`src/trf_map.svh`:
```
/*
  Register map, field positions, reset values and encoding constants of the
  temperature result formatter. Assumes inclusion by its bare name.
*/
`ifndef TRF_MAP_SVH
`define TRF_MAP_SVH

// Register indices; byte address on the bus is four times the index
`define TRF_IDX_R1_VALUE   8'h25
`define TRF_IDX_LOC_VALUE  8'h26
`define TRF_IDX_R2_VALUE   8'h27
`define TRF_IDX_R1_LOW     8'h4e
`define TRF_IDX_R1_HIGH    8'h4f
`define TRF_IDX_LOC_LOW    8'h50
`define TRF_IDX_LOC_HIGH   8'h51
`define TRF_IDX_R2_LOW     8'h52
`define TRF_IDX_R2_HIGH    8'h53
`define TRF_IDX_R1_OFFSET  8'h70
`define TRF_IDX_LOC_OFFSET 8'h71
`define TRF_IDX_R2_OFFSET  8'h72
`define TRF_IDX_LOW_BITS   8'h77
`define TRF_IDX_CONFIG     8'h7c
`define TRF_IDX_MASK       8'h7d
`define TRF_IDX_STATUS     8'h7e

// Reset values
`define TRF_RST_LOW_LIMIT  8'h81
`define TRF_RST_HIGH_LIMIT 8'h7f
`define TRF_RST_OFFSET     8'h00
`define TRF_RST_LOW_BITS   8'h00
`define TRF_RST_CONFIG     8'h00
`define TRF_RST_MASK       8'h00

// Config register fields
`define TRF_CFG_COMPAT     0
`define TRF_CFG_HALF_STEP  1
`define TRF_CFG_ALERT_OUT  2

// Status register fields: high flags in [2:0], low flags in [5:3]
`define TRF_STS_HIGH_LSB   0
`define TRF_STS_LOW_LSB    3

// Low-bit field position of channel n is 2 + 2*n
`define TRF_LOWBITS_BASE   2

// Result encodings in quarter degrees, 10 bits; the bias and the sum bounds are 12 bits
`define TRF_TWOS_FAULT     10'h200
`define TRF_TWOS_MIN       10'h304
`define TRF_TWOS_MAX       10'h1ff
`define TRF_EXT_FAULT      10'h000
`define TRF_EXT_MIN        10'h004
`define TRF_EXT_MAX        10'h3ff
`define TRF_EXT_BIAS       12'h100
`define TRF_SUM_TWOS_MIN   12'hf04
`define TRF_SUM_TWOS_MAX   12'h1ff
`define TRF_SUM_EXT_MIN    12'h004
`define TRF_SUM_EXT_MAX    12'h3ff

`endif

```
`src/trf_pkg.sv`:
```
/*
  Types of the temperature result formatter.
  Assumes nothing beyond a SystemVerilog compiler.
*/
`default_nettype none
package trf_pkg;

  typedef enum logic [1:0] {
    TRF_LIVE   = 2'b01,
    TRF_FROZEN = 2'b10
  } trf_freeze_t;

  typedef logic [9:0] trf_result_t;

endpackage
`default_nettype wire

```
`src/trf_result_formatter.sv`:
```
/*
  Temperature result formatter: corrects, encodes and publishes results of
  remote one, local and remote two channels, with limits and read freeze.
  Assumes a front end delivering raw results with a one-cycle valid, and a
  classic Wishbone master on the register side.
*/
// Notes on behaviour
// - Results are 10 bits at quarter degree; high byte per channel, low pair shared.
// - Two's complement fault reads as 1000 0000, minus 128 degrees.
// - Extended range stores temperature plus 64, unsigned; 0 degrees is 0x40.
// - Extended range fault reads as all zeros, minus 64 degrees.
// - Channel offset, signed 8 bits, is added to every measurement.
// - Config bit picks 1 degree or half degree offset steps.
// - Three offset registers, one per channel, each reset to zero.
// - Compatibility bit stores values in two's complement, minus 63 to 127.
// - In compatibility mode values below minus 63 clamp to minus 63.
// - Low bits: remote two at 7:6, local at 5:4, remote one at 3:2.
// - Channel status bit set when value breaks its high or low limit.
// - Alert asserts only when unmasked and alert pin configured as output.
// - Low limits reset to 0x81, high limits to 0x7f.
// - Reading the low-bit register freezes value registers until all are read.
// - 8-bit values are readable any time, any order.
// - Value registers sit at 0x25, 0x26, 0x27 for remote one, local, remote two.
// - High flag on strictly greater; low flag on less or equal.
`timescale 1ns/1ps
`default_nettype none
`include "trf_map.svh"

module trf_result_formatter (
  // Clock and reset
  input  wire logic        clk_sys,
  input  wire logic        reset_n,
  // Wishbone slave
  input  wire logic [9:0]  wb_adr_i,
  input  wire logic [31:0] wb_dat_i,
  input  wire logic [3:0]  wb_sel_i,
  input  wire logic        wb_we_i,
  input  wire logic        wb_cyc_i,
  input  wire logic        wb_stb_i,
  output logic [31:0]      wb_dat_o,
  output logic             wb_ack_o,
  // Measurements, channel 0 remote one, 1 local, 2 remote two
  input  wire logic [9:0]  meas_remote_one,
  input  wire logic [9:0]  meas_local,
  input  wire logic [9:0]  meas_remote_two,
  input  wire logic [2:0]  meas_fault,
  input  wire logic [2:0]  meas_valid,
  // Status and alert
  output logic [2:0]       temp_high_status,
  output logic [2:0]       temp_low_status,
  output logic             alert_n
);

  localparam int NCH = 3;

  // Software state
  logic [7:0]              low_limit  [NCH];
  logic [7:0]              high_limit [NCH];
  logic [7:0]              offset     [NCH];
  logic [7:0]              config_reg;
  logic [7:0]              mask_reg;

  // Result state
  trf_pkg::trf_result_t    shadow     [NCH];
  logic [7:0]              value      [NCH];
  logic [1:0]              low_bits   [NCH];
  trf_pkg::trf_freeze_t    freeze_state;
  trf_pkg::trf_freeze_t    next_freeze_state;
  logic [2:0]              read_seen;
  logic [2:0]              next_read_seen;

  // Per channel wires
  wire logic [9:0]         raw        [NCH];
  trf_pkg::trf_result_t    formatted  [NCH];
  wire logic [2:0]         over_high;
  wire logic [2:0]         at_low;
  wire logic [2:0]         sel_value;
  wire logic [2:0]         sel_low;
  wire logic [2:0]         sel_high;
  wire logic [2:0]         sel_offset;
  wire logic [7:0]         value_rd   [NCH];
  wire logic [7:0]         low_rd     [NCH];
  wire logic [7:0]         high_rd    [NCH];
  wire logic [7:0]         offset_rd  [NCH];

  // Bus decode
  wire logic [7:0]         idx;
  wire logic               access;
  wire logic               wr_en;
  wire logic               rd_en;
  wire logic               sel_low_bits;
  wire logic               sel_config;
  wire logic               sel_mask;
  wire logic               sel_status;
  wire logic               compat;
  wire logic               half_step;
  wire logic               alert_out_en;
  wire logic [7:0]         low_bits_rd;
  wire logic [7:0]         status_rd;
  wire logic [7:0]         read_byte;
  wire logic [2:0]         value_read;
  wire logic               frozen;
  wire logic               alert_cause;

  // Freeze, write strobe, read and alert helpers
  wire logic               low_bits_read;
  wire logic               hold_publish;
  wire logic [2:0]         seen_now;
  wire logic               all_seen;
  wire logic               wr_config;
  wire logic               wr_mask;
  wire logic [2:0]         wr_low;
  wire logic [2:0]         wr_high;
  wire logic [2:0]         wr_offset;
  wire logic [5:0]         flags;
  wire logic [5:0]         unmasked;
  wire logic [7:0]         chan_byte;
  wire logic [7:0]         misc_byte;

  // Channel order: 0 remote one, 1 local, 2 remote two
  assign raw[0] = meas_remote_one;
  assign raw[1] = meas_local;
  assign raw[2] = meas_remote_two;

  // Register index from the byte address; the two low address bits are unused
  assign idx    = wb_adr_i[9:2];
  // Take a request once; ack drops the cycle after it is given
  assign access = wb_cyc_i & wb_stb_i & ~wb_ack_o;
  assign wr_en  = access & wb_we_i & wb_sel_i[0];
  assign rd_en  = access & ~wb_we_i;

  // Config fields that act on the datapath and the pin
  assign compat       = config_reg[`TRF_CFG_COMPAT];
  assign half_step    = config_reg[`TRF_CFG_HALF_STEP];
  assign alert_out_en = config_reg[`TRF_CFG_ALERT_OUT];

  // Selects of the shared registers
  assign sel_low_bits = (idx == `TRF_IDX_LOW_BITS);
  assign sel_config   = (idx == `TRF_IDX_CONFIG);
  assign sel_mask     = (idx == `TRF_IDX_MASK);
  assign sel_status   = (idx == `TRF_IDX_STATUS);

  assign frozen       = (freeze_state == trf_pkg::TRF_FROZEN);

  // A low-bit read also holds the published copy on its own edge; without
  // this a result landing on that edge would pair new high bytes with the
  // low bits just returned
  assign low_bits_read = rd_en & sel_low_bits;
  assign hold_publish  = frozen | low_bits_read;
  // Value reads collected since the low-bit read, this cycle's included
  assign seen_now      = read_seen | value_read;
  assign all_seen      = (seen_now == 3'b111);

  // Write strobes of the shared registers; writes need byte lane 0
  assign wr_config     = wr_en & sel_config;
  assign wr_mask       = wr_en & sel_mask;

  // Per channel: formatter, register decode, settings and published copy
  genvar ch;
  generate
    for (ch = 0; ch < NCH; ch = ch + 1) begin : g_chan
      trf_formatter u_fmt (
        .raw        (raw[ch]),
        .fault      (meas_fault[ch]),
        .offset     (offset[ch]),
        .half_step  (half_step),
        .compat     (compat),
        .low_limit  (low_limit[ch]),
        .high_limit (high_limit[ch]),
        .result     (formatted[ch]),
        .over_high  (over_high[ch]),
        .at_low     (at_low[ch])
      );

      // Value and offset addresses are consecutive from each channel-0 index; limit addresses step by two
      assign sel_value[ch]  = (idx == 8'(`TRF_IDX_R1_VALUE + ch));
      assign sel_low[ch]    = (idx == 8'(`TRF_IDX_R1_LOW + 2 * ch));
      assign sel_high[ch]   = (idx == 8'(`TRF_IDX_R1_HIGH + 2 * ch));
      assign sel_offset[ch] = (idx == 8'(`TRF_IDX_R1_OFFSET + ch));
      assign value_read[ch] = rd_en & sel_value[ch];

      assign value_rd[ch]   = sel_value[ch] ? value[ch] : 8'h00;
      assign low_rd[ch]     = sel_low[ch] ? low_limit[ch] : 8'h00;
      assign high_rd[ch]    = sel_high[ch] ? high_limit[ch] : 8'h00;
      assign offset_rd[ch]  = sel_offset[ch] ? offset[ch] : 8'h00;

      // Write strobes of this channel's settings
      assign wr_low[ch]     = wr_en & sel_low[ch];
      assign wr_high[ch]    = wr_en & sel_high[ch];
      assign wr_offset[ch]  = wr_en & sel_offset[ch];

      // Settings written by software
      always_ff @(posedge clk_sys) begin
        if (!reset_n) begin
          low_limit[ch]  <= `TRF_RST_LOW_LIMIT;
          high_limit[ch] <= `TRF_RST_HIGH_LIMIT;
          offset[ch]     <= `TRF_RST_OFFSET;
        end else begin
          if (wr_low[ch]) begin
            low_limit[ch] <= wb_dat_i[7:0];
          end
          if (wr_high[ch]) begin
            high_limit[ch] <= wb_dat_i[7:0];
          end
          if (wr_offset[ch]) begin
            offset[ch] <= wb_dat_i[7:0];
          end
        end
      end

      // Latest formatted result and its limit flags; while frozen the
      // newest result waits here and publishes once the freeze ends
      always_ff @(posedge clk_sys) begin
        if (!reset_n) begin
          shadow[ch]           <= '0;
          temp_high_status[ch] <= 1'b0;
          temp_low_status[ch]  <= 1'b0;
        end else if (meas_valid[ch]) begin
          shadow[ch]           <= formatted[ch];
          temp_high_status[ch] <= over_high[ch];
          temp_low_status[ch]  <= at_low[ch];
        end
      end

      // Published copy, held while a coherent read is in progress
      always_ff @(posedge clk_sys) begin
        if (!reset_n) begin
          value[ch]    <= '0;
          low_bits[ch] <= '0;
        end else if (!hold_publish) begin
          value[ch]    <= shadow[ch][9:2];
          low_bits[ch] <= shadow[ch][1:0];
        end
      end

      assign low_bits_rd[`TRF_LOWBITS_BASE + 2 * ch +: 2] = low_bits[ch];
    end
  endgenerate

  assign low_bits_rd[1:0] = 2'b00;
  // Status reads back the live limit flags; they are levels, not sticky
  assign flags     = {temp_low_status, temp_high_status};
  assign status_rd = {2'b00, flags};

  // Read selection: at most one select is high, so the terms are ORed;
  // unmapped indices leave every term at zero
  assign chan_byte = value_rd[0] | value_rd[1] | value_rd[2]
                   | low_rd[0] | low_rd[1] | low_rd[2]
                   | high_rd[0] | high_rd[1] | high_rd[2]
                   | offset_rd[0] | offset_rd[1] | offset_rd[2];
  assign misc_byte = (sel_low_bits ? low_bits_rd : 8'h00)
                   | (sel_config ? config_reg : 8'h00)
                   | (sel_mask ? mask_reg : 8'h00)
                   | (sel_status ? status_rd : 8'h00);
  assign read_byte = chan_byte | misc_byte;

  // Freeze sequencing: low-bit read starts it, reading all values ends it
  always_comb begin
    next_freeze_state = freeze_state;
    next_read_seen    = read_seen;
    case (freeze_state)
      trf_pkg::TRF_LIVE: begin
        if (low_bits_read) begin
          next_freeze_state = trf_pkg::TRF_FROZEN;
          next_read_seen    = 3'b000;
        end
      end
      trf_pkg::TRF_FROZEN: begin
        // A second low-bit read starts the count again
        if (low_bits_read) begin
          next_read_seen = 3'b000;
        end else if (all_seen) begin
          next_freeze_state = trf_pkg::TRF_LIVE;
          next_read_seen    = 3'b000;
        end else begin
          next_read_seen = seen_now;
        end
      end
      default: begin
        next_freeze_state = trf_pkg::TRF_LIVE;
        next_read_seen    = 3'b000;
      end
    endcase
  end

  // Freeze state and the value reads seen so far
  always_ff @(posedge clk_sys) begin
    if (!reset_n) begin
      freeze_state <= trf_pkg::TRF_LIVE;
      read_seen    <= 3'b000;
    end else begin
      freeze_state <= next_freeze_state;
      read_seen    <= next_read_seen;
    end
  end

  // Config and mask registers; config bits above bit 2 are stored
  // but act on nothing
  always_ff @(posedge clk_sys) begin
    if (!reset_n) begin
      config_reg <= `TRF_RST_CONFIG;
      mask_reg   <= `TRF_RST_MASK;
    end else begin
      if (wr_config) begin
        config_reg <= wb_dat_i[7:0];
      end
      if (wr_mask) begin
        mask_reg <= wb_dat_i[7:0];
      end
    end
  end

  // Bus answer: ack one cycle after the request is taken, dropped the
  // cycle after; read data is loaded only by reads and then stands
  always_ff @(posedge clk_sys) begin
    if (!reset_n) begin
      wb_ack_o <= 1'b0;
      wb_dat_o <= '0;
    end else begin
      wb_ack_o <= access;
      if (rd_en) begin
        wb_dat_o <= {24'h000000, read_byte};
      end
    end
  end

  // Alert from unmasked limit flags when the pin acts as an output;
  // a set mask bit keeps its flag off the pin, and the pin comes from
  // a flop so flag updates cannot glitch it
  assign unmasked    = flags & ~mask_reg[5:0];
  assign alert_cause = alert_out_en & (|unmasked);

  always_ff @(posedge clk_sys) begin
    if (!reset_n) begin
      alert_n <= 1'b1;
    end else begin
      alert_n <= ~alert_cause;
    end
  end

endmodule
`default_nettype wire

```
`src/trf_formatter.sv`:
```
/*
  One channel of offset correction, encoding and limit comparison.
  Assumes a 10-bit two's complement raw result in quarter degrees.
*/
`timescale 1ns/1ps
`default_nettype none
`include "trf_map.svh"

module trf_formatter (
  // Measurement
  input  wire logic [9:0]  raw,
  input  wire logic        fault,
  // Settings
  input  wire logic [7:0]  offset,
  input  wire logic        half_step,
  input  wire logic        compat,
  input  wire logic [7:0]  low_limit,
  input  wire logic [7:0]  high_limit,
  // Result
  output trf_pkg::trf_result_t result,
  output logic             over_high,
  output logic             at_low
);

  wire logic signed [11:0] raw_ext;
  wire logic signed [11:0] offset_q;
  wire logic signed [11:0] sum;
  wire logic signed [11:0] ext_sum;
  wire logic [9:0]         twos_val;
  wire logic [9:0]         ext_val;
  wire logic [7:0]         upper;

  assign raw_ext  = {{2{raw[9]}}, raw};
  // Offset in whole or half degree steps, scaled to quarter degrees
  assign offset_q = half_step ? {{3{offset[7]}}, offset, 1'b0}
                              : {{2{offset[7]}}, offset, 2'b00};
  assign sum      = raw_ext + offset_q;
  assign ext_sum  = sum + $signed(`TRF_EXT_BIAS);

  assign twos_val = fault ? `TRF_TWOS_FAULT :
                    (sum < $signed(`TRF_SUM_TWOS_MIN)) ? `TRF_TWOS_MIN :
                    (sum > $signed(`TRF_SUM_TWOS_MAX)) ? `TRF_TWOS_MAX : sum[9:0];
  assign ext_val  = fault ? `TRF_EXT_FAULT :
                    (ext_sum < $signed(`TRF_SUM_EXT_MIN)) ? `TRF_EXT_MIN :
                    (ext_sum > $signed(`TRF_SUM_EXT_MAX)) ? `TRF_EXT_MAX : ext_sum[9:0];

  assign result   = compat ? twos_val : ext_val;
  assign upper    = result[9:2];

  // Window compare on the stored form; signed only in two's complement
  assign over_high = compat ? ($signed(upper) > $signed(high_limit)) : (upper > high_limit);
  assign at_low    = compat ? ($signed(upper) <= $signed(low_limit)) : (upper <= low_limit);

endmodule
`default_nettype wire

```
`config.mk`:
```
export PLATFORM = sky130hd
export DESIGN_NAME = trf_result_formatter
export DESIGN_NICKNAME = d
export VERILOG_FILES = /design/src/trf_pkg.sv /design/src/trf_result_formatter.sv /design/src/trf_formatter.sv
export VERILOG_INCLUDE_DIRS = /design/src
export SDC_FILE = /design/constraint.sdc
export NUM_CORES = 1
export LEC_CHECK = 0
export BUFFER_PORTS_ARGS = -buffer_cell sky130_fd_sc_hd__buf_2
export CAP_MARGIN = 40
export CELL_PAD_IN_SITES_DETAIL_PLACEMENT = 1
export CELL_PAD_IN_SITES_GLOBAL_PLACEMENT = 2
export CORE_UTILIZATION = 28
export CTS_CLUSTER_SIZE = 8
export DETAILED_ROUTE_END_ITERATION = 7
export GPL_ROUTABILITY_DRIVEN = 1
export PLACE_DENSITY_LB_ADDON = 0.25
export SYNTH_ARGS = -nofsm -noshare
export SYNTH_HDL_FRONTEND = slang
export SYNTH_SLANG_ARGS = --single-unit
```
`constraint.sdc`:
```
create_clock -name clk_sys -period 9.6 [get_ports clk_sys]
set_input_delay 0.96 -clock clk_sys [delete_from_list [all_inputs] [get_ports clk_sys]]
set_output_delay 0.96 -clock clk_sys [all_outputs]
set_load 0.01 [all_outputs]
```
==> summary.txt <==
CTS Hold Bufs - 0
Synth Register Bits - 169
vias in the first global route - 9655
CP Launch Type - flip-flop
MaxCap Viol Count - 0
WL/cell - 23.44 um
Detailed Routing Iterations Pass 1 - 5
Crit Path Max Fanout - 12
Worst Hold Class - flip-flop to flip-flop
layout cells sized above 1 - 16.32%
clock root buffer - clkbuf_16
Initial DRC Count - 825
Max Freq - 0.1506 GHz
GRT Overall Usage - 20.19%
Pwr Total - 2.025 mW
Cell variety after synth - 88
Biggest register - shadow
row count - 73
CP peak stage delay - 0.80 ns
Die Ht - 204.4 um
Layout Nets - 1408
WP data arrival - 6.96 ns
Synth Area in Compound Gates - 19.82%
Die Area - 41780 sq um
dpl cell area - 12390 sq um
TritonCTS Buffers - 17
Avg Cell Area, Syn - 9.879 sq um
core area - 40100 sq um
grt total ovfl - 0
critical path class - flip-flop to flip-flop
post-synthesis xor/xnor area fraction - 1.222%
Worst Skew - 0.008793 ns
Leak Pwr - 5.149 nW
Least-Margin Pin Slew - 0.9205 ns
fin area - 13010 sq um
Relative slew margins - 37.05%
# IOs - 127
Max VDD drop - 0.07789 mV
Reg clk slew, reported paths - 0.07 ns
Final GP Congestion - 0.8699
Via-to-Cell Ratio - 5.332
initial core utilization - 28.60%
slowest CP cell - a2111oi_0
Fin. Hold Viols - 0
die width - 204.4 um
max FFs per register - 30
IO buf count - 73
HPWL Detailed - 32270 um
period utilization - 69.18%
most frequent cells in the layout - edfxtp_1, ha_1, buf_2
H-tree depth - 4
crit-path most repeated cell - o21a_1
warnings from Yosys - 0
RSZ-0062 raised after global routing - no
Layout area overhead - 13.42%
worst endpoint required time - 9.92 ns
status - finished, final reports clean
setup total negative slack - 0 ns
Max Slew Vio Count - 0
Worst-Skew Late Latency - 0.45 ns
Worst setup EP type - flip-flop
simple-gate share of the synthesized area - 20.19%
# Post-CTS Setup Buffers - 0
first-pass GRT wire length - 61410 um
largest family of logic cells by synthesized area - simple AND/OR/NAND/NOR gates
CTS max path bufs - 2
part of the Yosys area used for sequential elements - 41.02%
Pwr per Cell Area - 155.6 nW/um^2
WP buf/inv - 0
Synth Area in Adders - 10.01%
CP Cell Sequence - mux2_2 > fa_1 > a21o_2 > a2111oi_0 > o21bai_1 > xor2_1 > ha_1 > ha_1 > a211o_2 > nand3_1 > o31a_1 > o21ai_0 > ha_1 > nor2b_1 > o21a_1 > o21a_1 > o21a_1 > o21a_1 > o21ai_0 > a311o_1 > o21ai_0
CTS resizes - 0
post-route ant nets - 0
commonest non-fill, non-tap cell in the layout - edfxtp_1
largest net degree at the start of global routing - 45
Top FF cell, synth - edfxtp_1
initial antenna violation count - 2
crit path time final - 6.641 ns
asr flop ratio synth - 0%
via count - 9438
TritonCTS clock tree - yes
Syn Inst Count - 1161
Syn Std Cell Area - 11470 sq um
CP delay by family, top - compound AO/OA/AOI/OAI gates
Hold WS - 0.4717 ns
Clock Sinks - 169
DRC Markers - 0
# placed instances - 1737
final setup vio count - 0
non-filler instance count after layout - 1770
final WL - 41490 um
post-synthesis mux area share - 2.247%
Post-synth EDFFs - 132
[worst reg2reg max path, delay by kind of cell, from the launching register on]
family                   cells  cell delay [ns]
AO/OA/AOI/OAI               13             3.42
XOR/XNOR                     1             0.47
adder cells (fa/ha/maj)      4             1.37
flip-flops                   1             0.59
multiplexers                 1             0.42
AND/OR/NAND/NOR              2             0.23
[cell usage after synthesis (all sizes together), types with 9 or more instances]
library cell / instances / area share (%)
mux2: 22 / 2.2
nand2: 61 / 2.0
a21boi: 20 / 1.3
a22oi: 43 / 2.8
clkbuf: 36 / 1.2
nand3: 37 / 1.6
nor2b: 23 / 1.3
nand4: 29 / 1.6
dfxtp: 37 / 6.5
a21o: 14 / 0.93
a221oi: 12 / 0.97
inv: 69 / 2.3
nor2: 59 / 1.9
edfxtp: 132 / 35
o221a: 10 / 0.98
o21a: 16 / 1.0
a211oi: 9 / 0.68
o31ai: 19 / 1.5
nand2b: 24 / 1.3
and2: 78 / 4.3
o21ai: 48 / 2.1
or3: 26 / 1.5
ha: 87 / 9.5
xnor2: 10 / 0.76
nor3: 23 / 1.2
buf: 32 / 2.0
a21oi: 42 / 1.8
or2: 16 / 0.87
o211ai: 10 / 0.70
[routing by layer]
metal | vias up | global-route usage, % | share of wire, %
met5 | - | 0 | 0
met4 | 0 | 6.770 | 2.6
met3 | 45 | 3.540 | 4.8
met2 | 218 | 32.71 | 47
met1 | 4707 | 26.99 | 46
li1 | 4468 | - | -
[layout make-up]
type,count,area (sq um)
antenna,1,2.502
multi-input combinational,876,6235
sequential,169,4705
fill,4534,27090
tap,525,656.9
clock inverter,15,192.7
timing repair buffer,96,525.5
clock buffer,17,425.4
inverter,71,266.5
[final timing paths]
| kind | start | to | slack [ns] | depth (start not counted) |
|---|---|---|---|---|
| setup reg to reg | config_reg[1] | temp_high_status[2] | 2.96 | 21 |
| hold / removal | config_reg[3] | config_reg[3] | 0.47 | 2 |
| hold reg to reg | config_reg[3] | config_reg[3] | 0.47 | 2 |
| setup / recovery | config_reg[1] | temp_high_status[2] | 2.96 | 21 |
[power breakdown]
part,switching (mW),internal [mW]
sequential,0.0307,0.824
clock,0.328,0.416
combinational,0.267,0.160
[metrics by stage]
| step | setup WS (ns) | utilization (%) |
|---|---|---|
| 4_1_cts | 3.016 | 32.44 |
| 3_3_place_gp | 2.814 | 30.76 |
| 6_report | 2.959 | 32.44 |
| 3_5_place_dp | 2.780 | 30.90 |
| 2_1_floorplan | 3.848 | - |
| 5_1_grt | 2.538 | 32.44 |
[kinds of logic after synthesis]
kind of cell | count (synthesis)
adder cells (fa/ha/maj) | 90
flip-flops | 169
other | 1
AND/OR/NAND/NOR | 415
buffers and inverters | 139
AO/OA/AOI/OAI | 308
multiplexers | 23
XOR/XNOR | 16
Note: power is estimated with default switching activity, not from simulation.
